==> src/spm_pkg.sv <==
// Constants for the switch port numbering and mapping block.
// Assumes one core clock domain; shared by the map table and the top module.
package spm_pkg;

    // Port numbering space
    localparam int NUM_PORTS = 12;
    localparam int PORT_W = 4;
    localparam logic [PORT_W-1:0] CPU_PORT = 4'hB;
    localparam logic [PORT_W-1:0] NODE_PROC_PORT = 4'hA;
    localparam logic [PORT_W-1:0] LAST_PORT = 4'hB;

    // CPU port module queues
    localparam int NUM_XTR_QUEUES = 8;
    localparam int NUM_INJ_QUEUES = 2;

    // Interception sources, lowest index wins when several hit
    localparam int NUM_ICPT_SRC = 5;
    localparam int ICPT_WELL_KNOWN = 0;
    localparam int ICPT_SECURITY = 1;
    localparam int ICPT_MAC_TABLE = 2;
    localparam int ICPT_VLAN_TABLE = 3;
    localparam int ICPT_LEARNING = 4;

    // Interface macro kinds
    typedef enum logic [1:0] {
        SPM_MACRO_NONE = 2'h0,
        SPM_MACRO_COPPER = 2'h1,
        SPM_MACRO_SLOW_SERIAL = 2'h2,
        SPM_MACRO_FAST_SERIAL = 2'h3
    } spm_macro_e;

    // Requested line speed per port
    typedef enum logic [1:0] {
        SPM_SPEED_100M = 2'h0,
        SPM_SPEED_1G = 2'h1,
        SPM_SPEED_2G5 = 2'h2,
        SPM_SPEED_RSVD = 2'h3
    } spm_speed_e;

    // Default macro per port, index = port number (6 and 9 unused, 11 internal)
    localparam logic [NUM_PORTS-1:0][1:0] DEFAULT_MACRO = {
        2'h0, 2'h3, 2'h0, 2'h3, 2'h3, 2'h0,
        2'h2, 2'h2, 2'h1, 2'h1, 2'h1, 2'h1
    };
    // Ports whose default module may run at 2.5 Gbps
    localparam logic [NUM_PORTS-1:0] DEFAULT_2G5_PORTS = 12'h400;
    // Fast lane index behind ports 7, 8 and 10
    localparam logic [NUM_PORTS-1:0][1:0] DEFAULT_FAST_LANE = {
        2'h0, 2'h2, 2'h0, 2'h1, 2'h0, 2'h0,
        2'h0, 2'h0, 2'h0, 2'h0, 2'h0, 2'h0
    };
    // Fast lane that can be handed over to the PCIe endpoint
    localparam logic [1:0] PCIE_CAPABLE_LANE = 2'h2;

    // Serial coding reported per port
    localparam logic CODING_4B5B = 1'b0;
    localparam logic CODING_8B10B = 1'b1;

endpackage : spm_pkg

==> src/spm_map_if.sv <==
// Carries the static port map between the map table and the top module.
// Assumes the table side is combinational and the user side registers it.
`timescale 1ns/1ps
interface spm_map_if;
    logic pcie_sel;
    logic [spm_pkg::NUM_PORTS-1:0][1:0] speed_req;
    logic [spm_pkg::NUM_PORTS-1:0] present;
    logic [spm_pkg::NUM_PORTS-1:0] pcs;
    logic [spm_pkg::NUM_PORTS-1:0][1:0] macro;
    logic [spm_pkg::NUM_PORTS-1:0] usable;
    logic [spm_pkg::NUM_PORTS-1:0] coding;
    logic [spm_pkg::NUM_PORTS-1:0] speed_err;

    modport table_side (
        input pcie_sel,
        input speed_req,
        output present,
        output pcs,
        output macro,
        output usable,
        output coding,
        output speed_err
    );
    modport user_side (
        output pcie_sel,
        output speed_req,
        input present,
        input pcs,
        input macro,
        input usable,
        input coding,
        input speed_err
    );
endinterface : spm_map_if

==> src/spm_port_map.sv <==
// Combinational port map table: module, macro, PCS, coding and usability per port.
// Assumes the lane select and speed requests are steady core-clock signals.
`timescale 1ns/1ps
module spm_port_map (
    spm_map_if.table_side map
);

    // Walk the twelve ports against the default mapping
    // Per-port scratch is judged from the constant table, never from the outputs being built
    always_comb begin
        logic is_fast;
        logic lane_taken;
        is_fast = 1'b0;
        lane_taken = 1'b0;
        for (int p = 0; p < spm_pkg::NUM_PORTS; p++) begin
            map.macro[p] = spm_pkg::DEFAULT_MACRO[p];
            map.present[p] = (spm_pkg::DEFAULT_MACRO[p] != spm_pkg::SPM_MACRO_NONE);
            is_fast = (spm_pkg::DEFAULT_MACRO[p] == spm_pkg::SPM_MACRO_FAST_SERIAL);
            // Every module has a MAC; only high-speed serial modules add a PCS
            map.pcs[p] = (spm_pkg::DEFAULT_MACRO[p] == spm_pkg::SPM_MACRO_FAST_SERIAL);
            // Lane handed to PCIe leaves its port without an Ethernet interface
            lane_taken = is_fast && map.pcie_sel
                && (spm_pkg::DEFAULT_FAST_LANE[p] == spm_pkg::PCIE_CAPABLE_LANE);
            map.usable[p] = map.present[p] && !lane_taken;
            // 100BASE-FX uses 4B5B, every faster serial mode uses 8B10B
            map.coding[p] = (map.speed_req[p] == spm_pkg::SPM_SPEED_100M)
                ? spm_pkg::CODING_4B5B : spm_pkg::CODING_8B10B;
            // 2.5G only on a fast lane whose module is rated for it
            map.speed_err[p] = map.present[p] && (
                (map.speed_req[p] == spm_pkg::SPM_SPEED_RSVD)
                || ((map.speed_req[p] == spm_pkg::SPM_SPEED_2G5)
                    && !(is_fast && spm_pkg::DEFAULT_2G5_PORTS[p])));
        end
    end

endmodule : spm_port_map

==> src/spm_switch_port_mapping.sv <==
// Port numbering and mapping stage of the switch core: filters forwarding masks
// to mapped ports, resolves logical ports, steers CPU interceptions and injections.
// Assumes all inputs come from core logic on i_clk; outputs are registered, one
// cycle after the request is presented.
`timescale 1ns/1ps
module spm_switch_port_mapping #(
    parameter int XTR_QUEUES = spm_pkg::NUM_XTR_QUEUES,
    parameter int INJ_QUEUES = spm_pkg::NUM_INJ_QUEUES,
    parameter int XTR_QW = $clog2(spm_pkg::NUM_XTR_QUEUES),
    parameter int INJ_QW = $clog2(spm_pkg::NUM_INJ_QUEUES)
) (
    // Clock and reset
    input wire logic i_clk,
    input wire logic i_nrst,
    // Static configuration
    input wire logic i_lane_pcie_select,
    input wire logic [spm_pkg::NUM_PORTS-1:0][spm_pkg::PORT_W-1:0] i_logical_port_id,
    input wire logic [spm_pkg::NUM_ICPT_SRC-1:0][XTR_QW-1:0] i_xtr_queue_cfg,
    input wire logic [spm_pkg::NUM_PORTS-1:0][1:0] i_port_speed_req,
    // Frame descriptor from the forwarding decision
    input wire logic i_frm_valid,
    input wire logic [spm_pkg::PORT_W-1:0] i_frm_src_port,
    input wire logic [spm_pkg::NUM_PORTS-1:0] i_frm_dst_mask,
    input wire logic [spm_pkg::NUM_ICPT_SRC-1:0] i_icpt_copy,
    input wire logic [spm_pkg::NUM_ICPT_SRC-1:0] i_icpt_redir,
    // Injection request from the CPU system
    input wire logic i_inj_valid,
    input wire logic [INJ_QW-1:0] i_inj_queue,
    input wire logic [spm_pkg::NUM_PORTS-1:0] i_inj_dst_mask,
    // Forwarded frame result
    output logic o_fwd_valid,
    output logic [spm_pkg::NUM_PORTS-1:0] o_fwd_dst_mask,
    output logic [spm_pkg::PORT_W-1:0] o_fwd_logical_src,
    output logic o_fwd_src_drop,
    // Extraction toward the CPU port module
    output logic o_xtr_valid,
    output logic [XTR_QW-1:0] o_xtr_queue,
    output logic o_xtr_redirect,
    // Injected frame result
    output logic o_inj_fwd_valid,
    output logic [spm_pkg::NUM_PORTS-1:0] o_inj_fwd_dst_mask,
    output logic [INJ_QW-1:0] o_inj_fwd_queue,
    // Port map status
    output logic o_lane2_pcie,
    output logic [spm_pkg::NUM_PORTS-1:0] o_port_present,
    output logic [spm_pkg::NUM_PORTS-1:0] o_port_pcs,
    output logic [spm_pkg::NUM_PORTS-1:0][1:0] o_port_macro,
    output logic [spm_pkg::NUM_PORTS-1:0] o_port_usable,
    output logic [spm_pkg::NUM_PORTS-1:0] o_port_coding,
    output logic [spm_pkg::NUM_PORTS-1:0] o_port_speed_err
);

    // Refuse queue counts the CPU port module cannot serve
    if (XTR_QUEUES != spm_pkg::NUM_XTR_QUEUES || XTR_QW != $clog2(XTR_QUEUES)) begin : g_chk_xtr
        $error("Extraction queue count must be eight with matching width");
    end
    if (INJ_QUEUES != spm_pkg::NUM_INJ_QUEUES || INJ_QW != $clog2(INJ_QUEUES)) begin : g_chk_inj
        $error("Injection queue count must be two with matching width");
    end

    localparam logic [spm_pkg::NUM_PORTS-1:0] CPU_MASK = 12'h800;
    localparam logic [spm_pkg::NUM_PORTS-1:0] ZERO_MASK = 12'h000;
    localparam logic [spm_pkg::PORT_W-1:0] ZERO_PORT = 4'h0;
    localparam logic [XTR_QW-1:0] ZERO_XQ = '0;
    localparam logic [INJ_QW-1:0] ZERO_IQ = '0;

    // Map table
    spm_map_if map_bus ();

    assign map_bus.pcie_sel = i_lane_pcie_select;
    assign map_bus.speed_req = i_port_speed_req;

    spm_port_map u_map (
        .map(map_bus)
    );

    // Destinations a frame may reach: mapped usable ports plus the internal CPU port
    logic [spm_pkg::NUM_PORTS-1:0] fwd_allowed;
    assign fwd_allowed = map_bus.usable | CPU_MASK;

    // Source port validity: inside 0..11 and either a live module or the CPU port
    logic src_in_range;
    logic src_ok;
    assign src_in_range = (i_frm_src_port <= spm_pkg::LAST_PORT);
    always_comb begin
        src_ok = 1'b0;
        if (src_in_range) begin
            src_ok = (i_frm_src_port == spm_pkg::CPU_PORT)
                || map_bus.usable[i_frm_src_port[spm_pkg::PORT_W-1:0]];
        end
    end

    // Interception: any copy or redirect hit sends the frame to the CPU
    logic [spm_pkg::NUM_ICPT_SRC-1:0] icpt_hit;
    logic icpt_any;
    logic icpt_redir_any;
    logic [XTR_QW-1:0] xtr_queue_sel;
    assign icpt_hit = i_icpt_copy | i_icpt_redir;
    assign icpt_any = |icpt_hit;
    assign icpt_redir_any = |i_icpt_redir;

    // Lowest-numbered hitting source picks the queue from its own setting
    always_comb begin
        xtr_queue_sel = ZERO_XQ;
        for (int s = spm_pkg::NUM_ICPT_SRC - 1; s >= 0; s--) begin
            if (icpt_hit[s]) begin
                xtr_queue_sel = i_xtr_queue_cfg[s];
            end
        end
    end

    // Final destination mask: redirect removes front ports, copy adds the CPU port
    logic [spm_pkg::NUM_PORTS-1:0] dst_d;
    always_comb begin
        dst_d = i_frm_dst_mask & fwd_allowed & ~CPU_MASK;
        if (icpt_redir_any) begin
            dst_d = ZERO_MASK;
        end
        if (icpt_any) begin
            dst_d = dst_d | CPU_MASK;
        end
        // A frame never returns to the front port it came in on; a CPU-port source keeps its CPU bit
        if (src_in_range) begin
            dst_d[i_frm_src_port] = dst_d[i_frm_src_port]
                & (i_frm_src_port == spm_pkg::CPU_PORT);
        end
    end

    // Logical source: aggregated members share the id software gave them
    logic [spm_pkg::PORT_W-1:0] logical_src_d;
    always_comb begin
        logical_src_d = ZERO_PORT;
        if (src_in_range) begin
            logical_src_d = i_logical_port_id[i_frm_src_port];
        end
    end

    // Forwarding result; a bad source drops the frame and clears its destinations
    always_ff @(posedge i_clk or negedge i_nrst) begin
        if (!i_nrst) begin
            o_fwd_valid <= 1'b0;
            o_fwd_dst_mask <= ZERO_MASK;
            o_fwd_logical_src <= ZERO_PORT;
            o_fwd_src_drop <= 1'b0;
        end else begin
            o_fwd_valid <= i_frm_valid;
            o_fwd_dst_mask <= (i_frm_valid && src_ok) ? dst_d : ZERO_MASK;
            o_fwd_logical_src <= i_frm_valid ? logical_src_d : ZERO_PORT;
            o_fwd_src_drop <= i_frm_valid && !src_ok;
        end
    end

    // Extraction request toward one of the eight CPU queues
    always_ff @(posedge i_clk or negedge i_nrst) begin
        if (!i_nrst) begin
            o_xtr_valid <= 1'b0;
            o_xtr_queue <= ZERO_XQ;
            o_xtr_redirect <= 1'b0;
        end else begin
            o_xtr_valid <= i_frm_valid && src_ok && icpt_any;
            o_xtr_queue <= (i_frm_valid && icpt_any) ? xtr_queue_sel : ZERO_XQ;
            o_xtr_redirect <= i_frm_valid && src_ok && icpt_redir_any;
        end
    end

    // Injected frames enter on the CPU port; they may reach any live front port
    always_ff @(posedge i_clk or negedge i_nrst) begin
        if (!i_nrst) begin
            o_inj_fwd_valid <= 1'b0;
            o_inj_fwd_dst_mask <= ZERO_MASK;
            o_inj_fwd_queue <= ZERO_IQ;
        end else begin
            o_inj_fwd_valid <= i_inj_valid;
            o_inj_fwd_dst_mask <= i_inj_valid
                ? (i_inj_dst_mask & map_bus.usable) : ZERO_MASK;
            o_inj_fwd_queue <= i_inj_valid ? i_inj_queue : ZERO_IQ;
        end
    end

    // Registered copy of the map, so status outputs come straight from flops
    always_ff @(posedge i_clk or negedge i_nrst) begin
        if (!i_nrst) begin
            o_lane2_pcie <= 1'b0;
            o_port_present <= ZERO_MASK;
            o_port_pcs <= ZERO_MASK;
            o_port_macro <= '0;
            o_port_usable <= ZERO_MASK;
            o_port_coding <= ZERO_MASK;
            o_port_speed_err <= ZERO_MASK;
        end else begin
            o_lane2_pcie <= i_lane_pcie_select;
            o_port_present <= map_bus.present;
            o_port_pcs <= map_bus.pcs;
            o_port_macro <= map_bus.macro;
            o_port_usable <= map_bus.usable;
            o_port_coding <= map_bus.coding;
            o_port_speed_err <= map_bus.speed_err;
        end
    end

endmodule : spm_switch_port_mapping

==> config.mk <==
export PLATFORM = sky130hd
export DESIGN_NAME = spm_switch_port_mapping
export DESIGN_NICKNAME = d
export VERILOG_FILES = /design/src/spm_pkg.sv /design/src/spm_map_if.sv /design/src/spm_port_map.sv /design/src/spm_switch_port_mapping.sv
export SDC_FILE = /design/constraint.sdc
export NUM_CORES = 1
export LEC_CHECK = 0
export BUFFER_PORTS_ARGS = -buffer_cell sky130_fd_sc_hd__buf_4
export CAP_MARGIN = 10
export CORE_ASPECT_RATIO = 1.75
export CORE_MARGIN = 4
export CORE_UTILIZATION = 45
export CTS_CLUSTER_DIAMETER = 150
export DETAILED_ROUTE_END_ITERATION = 7
export PLACE_DENSITY = 0.83
export SYNTH_ARGS = -nofsm -noshare
export SYNTH_HDL_FRONTEND = slang
export SYNTH_HIERARCHICAL = 1
export SYNTH_SLANG_ARGS = --single-unit
==> constraint.sdc <==
create_clock -name i_clk -period 0.8 [get_ports i_clk]
set_input_delay 0.08 -clock i_clk [delete_from_list [all_inputs] [get_ports i_clk]]
set_output_delay 0.08 -clock i_clk [all_outputs]
set_load 0.05 [all_outputs]
==> results.cfg <==
[run_status]
run_status = finished with violations
failed_checks = negative hold slack, negative setup slack

[pwr]
sequentialPowerShare_pct = 35.8
pwr_density_cell_mw_per_mm2 = 2150
clock_power_share_pct = 44.8
combPwrFrac_pct = 19.4
leakage_nw = 4.25
intPower_mw = 13.3
switchingPower_mw = 5.20
netSwitchingFraction_pct = 28.1
worst_ir_drop_vdd_uv = 1770

[finish]
filler_cell_count = 506
antennaDiodeCount = 0
layout_commonest_cell = sky130_fd_sc_hd__buf_4
mostFrequentLayoutCells = 156 x sky130_fd_sc_hd__buf_4, 129 x sky130_fd_sc_hd__buf_6, 122 x sky130_fd_sc_hd__dfrtp_1
num-nets-final = 819
design_area_mm2 = 0.00861
drive_gt1_share_pct = 52.6
flow.area_growth_from_synthesis_pct = 77.9

[routing]
met2_length_mm = 10.0
routed_via_density = 4.81
antenna_left = 0
dr_wl_met3_mm = 1.17
vias = 3980
drt-initial-drc-count = 110
wl_met1_mm = 4.89
topRoutingLayerUsed = met4
detail_route.wirelength_mm = 16.7
drt_pre_antenna_iters = 4
drc = 0
routedWlPerCell_um = 20.1

[cts]
htree_levels = 4
cts-root-to-sink-buffers = 2
clk_root_buffer_cell = sky130_fd_sc_hd__clkbuf_16
cts.hold.buffers_added = 45
cts_buffers = 17
clock_tree_from_tritoncts = yes
num_clock_sinks = 122
clock_transition_at_the_registers_of_the_reported_paths_ns = 0.06

[timing]
finalMaxSlewViolations = 0
setup_viol_count_final = 134
worst_hold_slack_ns = -0.0440
fmax_mhz = 940
ratio_of_final_minimum_period_to_clock_period_pct = 133
rsz_0062_raised_after_global_routing = true
slack_of_the_critical_path_ns = -0.264
worst_pin_slew_ns = 0.621
timing.max_slew.rel_slack_pct = 58.1
final.min_clock_period_ns = 1.06
timing.final.hold_violations = 3

[synth]
synth_area_leader_cell = sky130_fd_sc_hd__dfrtp_1
yosysWarnings = 6
synth.lib_cells_used.distinct = 55
synthTopCellsByArea = sky130_fd_sc_hd__dfrtp_1 63%, sky130_fd_sc_hd__buf_4 9.9%, sky130_fd_sc_hd__mux4_2 2.8%
postSynthRegisterBits = 122
ys.flop_type = sky130_fd_sc_hd__dfrtp_1
synth.avg_cell_area_um2 = 13.5
synth_seq_area_share_pct = 63.0
post-synth-top-area-fraction_pct = 63.0
syn-cell-area_mm2 = 0.00484
async_reset_ff_share_pct = 100
synthCells = 358
number_of_enable_type_register_cells_in_the_synthesized_netlist = 0

[floorplanning]
core_area_mm2 = 0.0104
pin_count = 253
placement_rows = 49
design.die.area_mm2 = 0.0125
start_util_pct = 46.5
width_of_the_chip_um = 86.4
fp.dieH_um = 145

[placement]
place_congestion = 0.822
numPortBuffers = 251
detailed_place_hpwl_mm = 10.8
placedInstanceArea_mm2 = 0.00684
dp_worst_setup_slack_ns = -0.569

[critical_path]
cpPeakStageDelay_ns = 0.40
crit_path_top_delay_cell = sky130_fd_sc_hd__dfrtp_1
critPathLaunchType = register
worstSetupPathDepth = 1
cp_data_arrival_time_ns = 0.98
cpLargestDelayFamily = flip-flops
critical_path.cell_chain = buf_6
critical_path_required_ns = 0.72
timing_worst_setup_path_type = reg -> out
endpoint_kind = output pin
timing.critical_path.buf_inv = 1
worst-path-max-fanout = 1

[global_routing]
first_global_vias = 4669
grt_overflow = 0
global_route_wire_length_before_repair_mm = 24.8
grt_start_max_net_pins = 57
antenna_found_initial = 0
grt_use_total_pct = 26.6

[worst_hold_path]
hp-class = in -> reg
hold_path_cell_cnt = 3

[job]
drv.max_cap_violation_count = 0
## cell usage after synthesis, drive strengths merged, types with 2 or more instances
| cell | instances |
|---|---|
| mux2i | 10 |
| nand2b | 5 |
| nand3 | 7 |
| inv | 2 |
| conb | 2 |
| o21ai | 2 |
| nor4 | 4 |
| mux2 | 3 |
| nor4b | 5 |
| o21a | 3 |
| and2b | 4 |
| o211a | 3 |
| a21oi | 2 |
| a311oi | 3 |
| a32o | 2 |
| mux4 | 7 |
| dfrtp | 122 |
| nor3 | 3 |
| nor2b | 2 |
| o311ai | 5 |
| a211oi | 4 |
| clkbuf | 15 |
| a2111oi | 2 |
| nor2 | 15 |
| buf | 70 |
| nand2 | 9 |
| and2 | 3 |
| or2 | 16 |
| and3 | 15 |
| o22ai | 2 |
| o31ai | 2 |
## state kept, by name (all words and copies together), names as in the netlist
register,cells
o_port_usable,12
o_xtr_redirect,1
o_lane2_pcie,1
o_port_speed_err,12
o_xtr_valid,1
o_port_pcs,12
o_fwd_logical_src,4
o_port_coding,12
o_port_present,12
o_inj_fwd_valid,1
o_xtr_queue,3
o_port_macro,24
o_fwd_valid,1
o_fwd_dst_mask,12
o_inj_fwd_dst_mask,12
o_fwd_src_drop,1
o_inj_fwd_queue,1
## metrics by stage
step	cells	setup TNS [ns]	utilization, %	power, mW
6_report	828	-27.78	82.6	18.5
5_1_grt	828	-31.85	82.6	19.1
4_1_cts	822	-29.22	81.4	18.4
3_5_place_dp	744	-10.09	65.6	9.66
3_3_place_gp	744	-9.18	65.6	9.57
2_1_floorplan	418	-5.93	-	8.52
## what timing repair did
item	CTS	global route
resized for setup	147	17
pin swaps	4	3
endpoints found under the setup margin	140	139
endpoints found under the hold margin	167	3
setup buffers	1	6
## final cells by class
class                   instances  area [um^2]  area share, %
flip-flops and latches        122         3050           35.4
clock buffers                  17          425           4.94
multi-input cells             209         1560           18.1
repair buffers                336         3190           37.1
clock inverters                15          213           2.47
well taps                     127          159           1.84
inverters                       2         12.5          0.145
## final timing paths
| kind | start | to | slack (ns) |
|---|---|---|---|
| worst max-delay path | o_port_macro[16] | o_port_macro[16] | -0.26 |
| worst min-delay path | i_frm_dst_mask[10] | o_fwd_dst_mask[10] | -0.04 |
| max in group asynchronous | i_nrst | o_port_speed_err[10] | 0.18 |
| min in group asynchronous | i_nrst | o_port_speed_err[9] | 0.07 |
## per-layer routing
metal,vias up,global-route usage (%)
met5,-,0
met4,0,11.4
met3,35,6.81
met2,224,52.4
met1,1955,24.3
li1,1766,-
## cell families (layout without fill, tap and decap cells)
family,Yosys count,after routing,share of synthesized area [%]
and+or+nand+nor,91,91,12.2
muxes,20,20,6.10
AOI/OAI and AO/OA,36,36,6.05
other,2,62,0.155
buffers and inverters,87,370,12.4
DFF,122,122,63.0
## power by group through the flow
stage / Combinational (mW) / Sequential [mW] / Clock, mW
global route: 3.76 / 6.66 / 8.69
CTS: 3.44 / 6.63 / 8.31
finish: 3.59 / 6.64 / 8.30
floorplan: 0.796 / 7.73 / 0
detailed placement: 2.98 / 6.67 / 0
global placement: 2.91 / 6.66 / 0
Note: power is estimated with default switching activity, not from simulation.
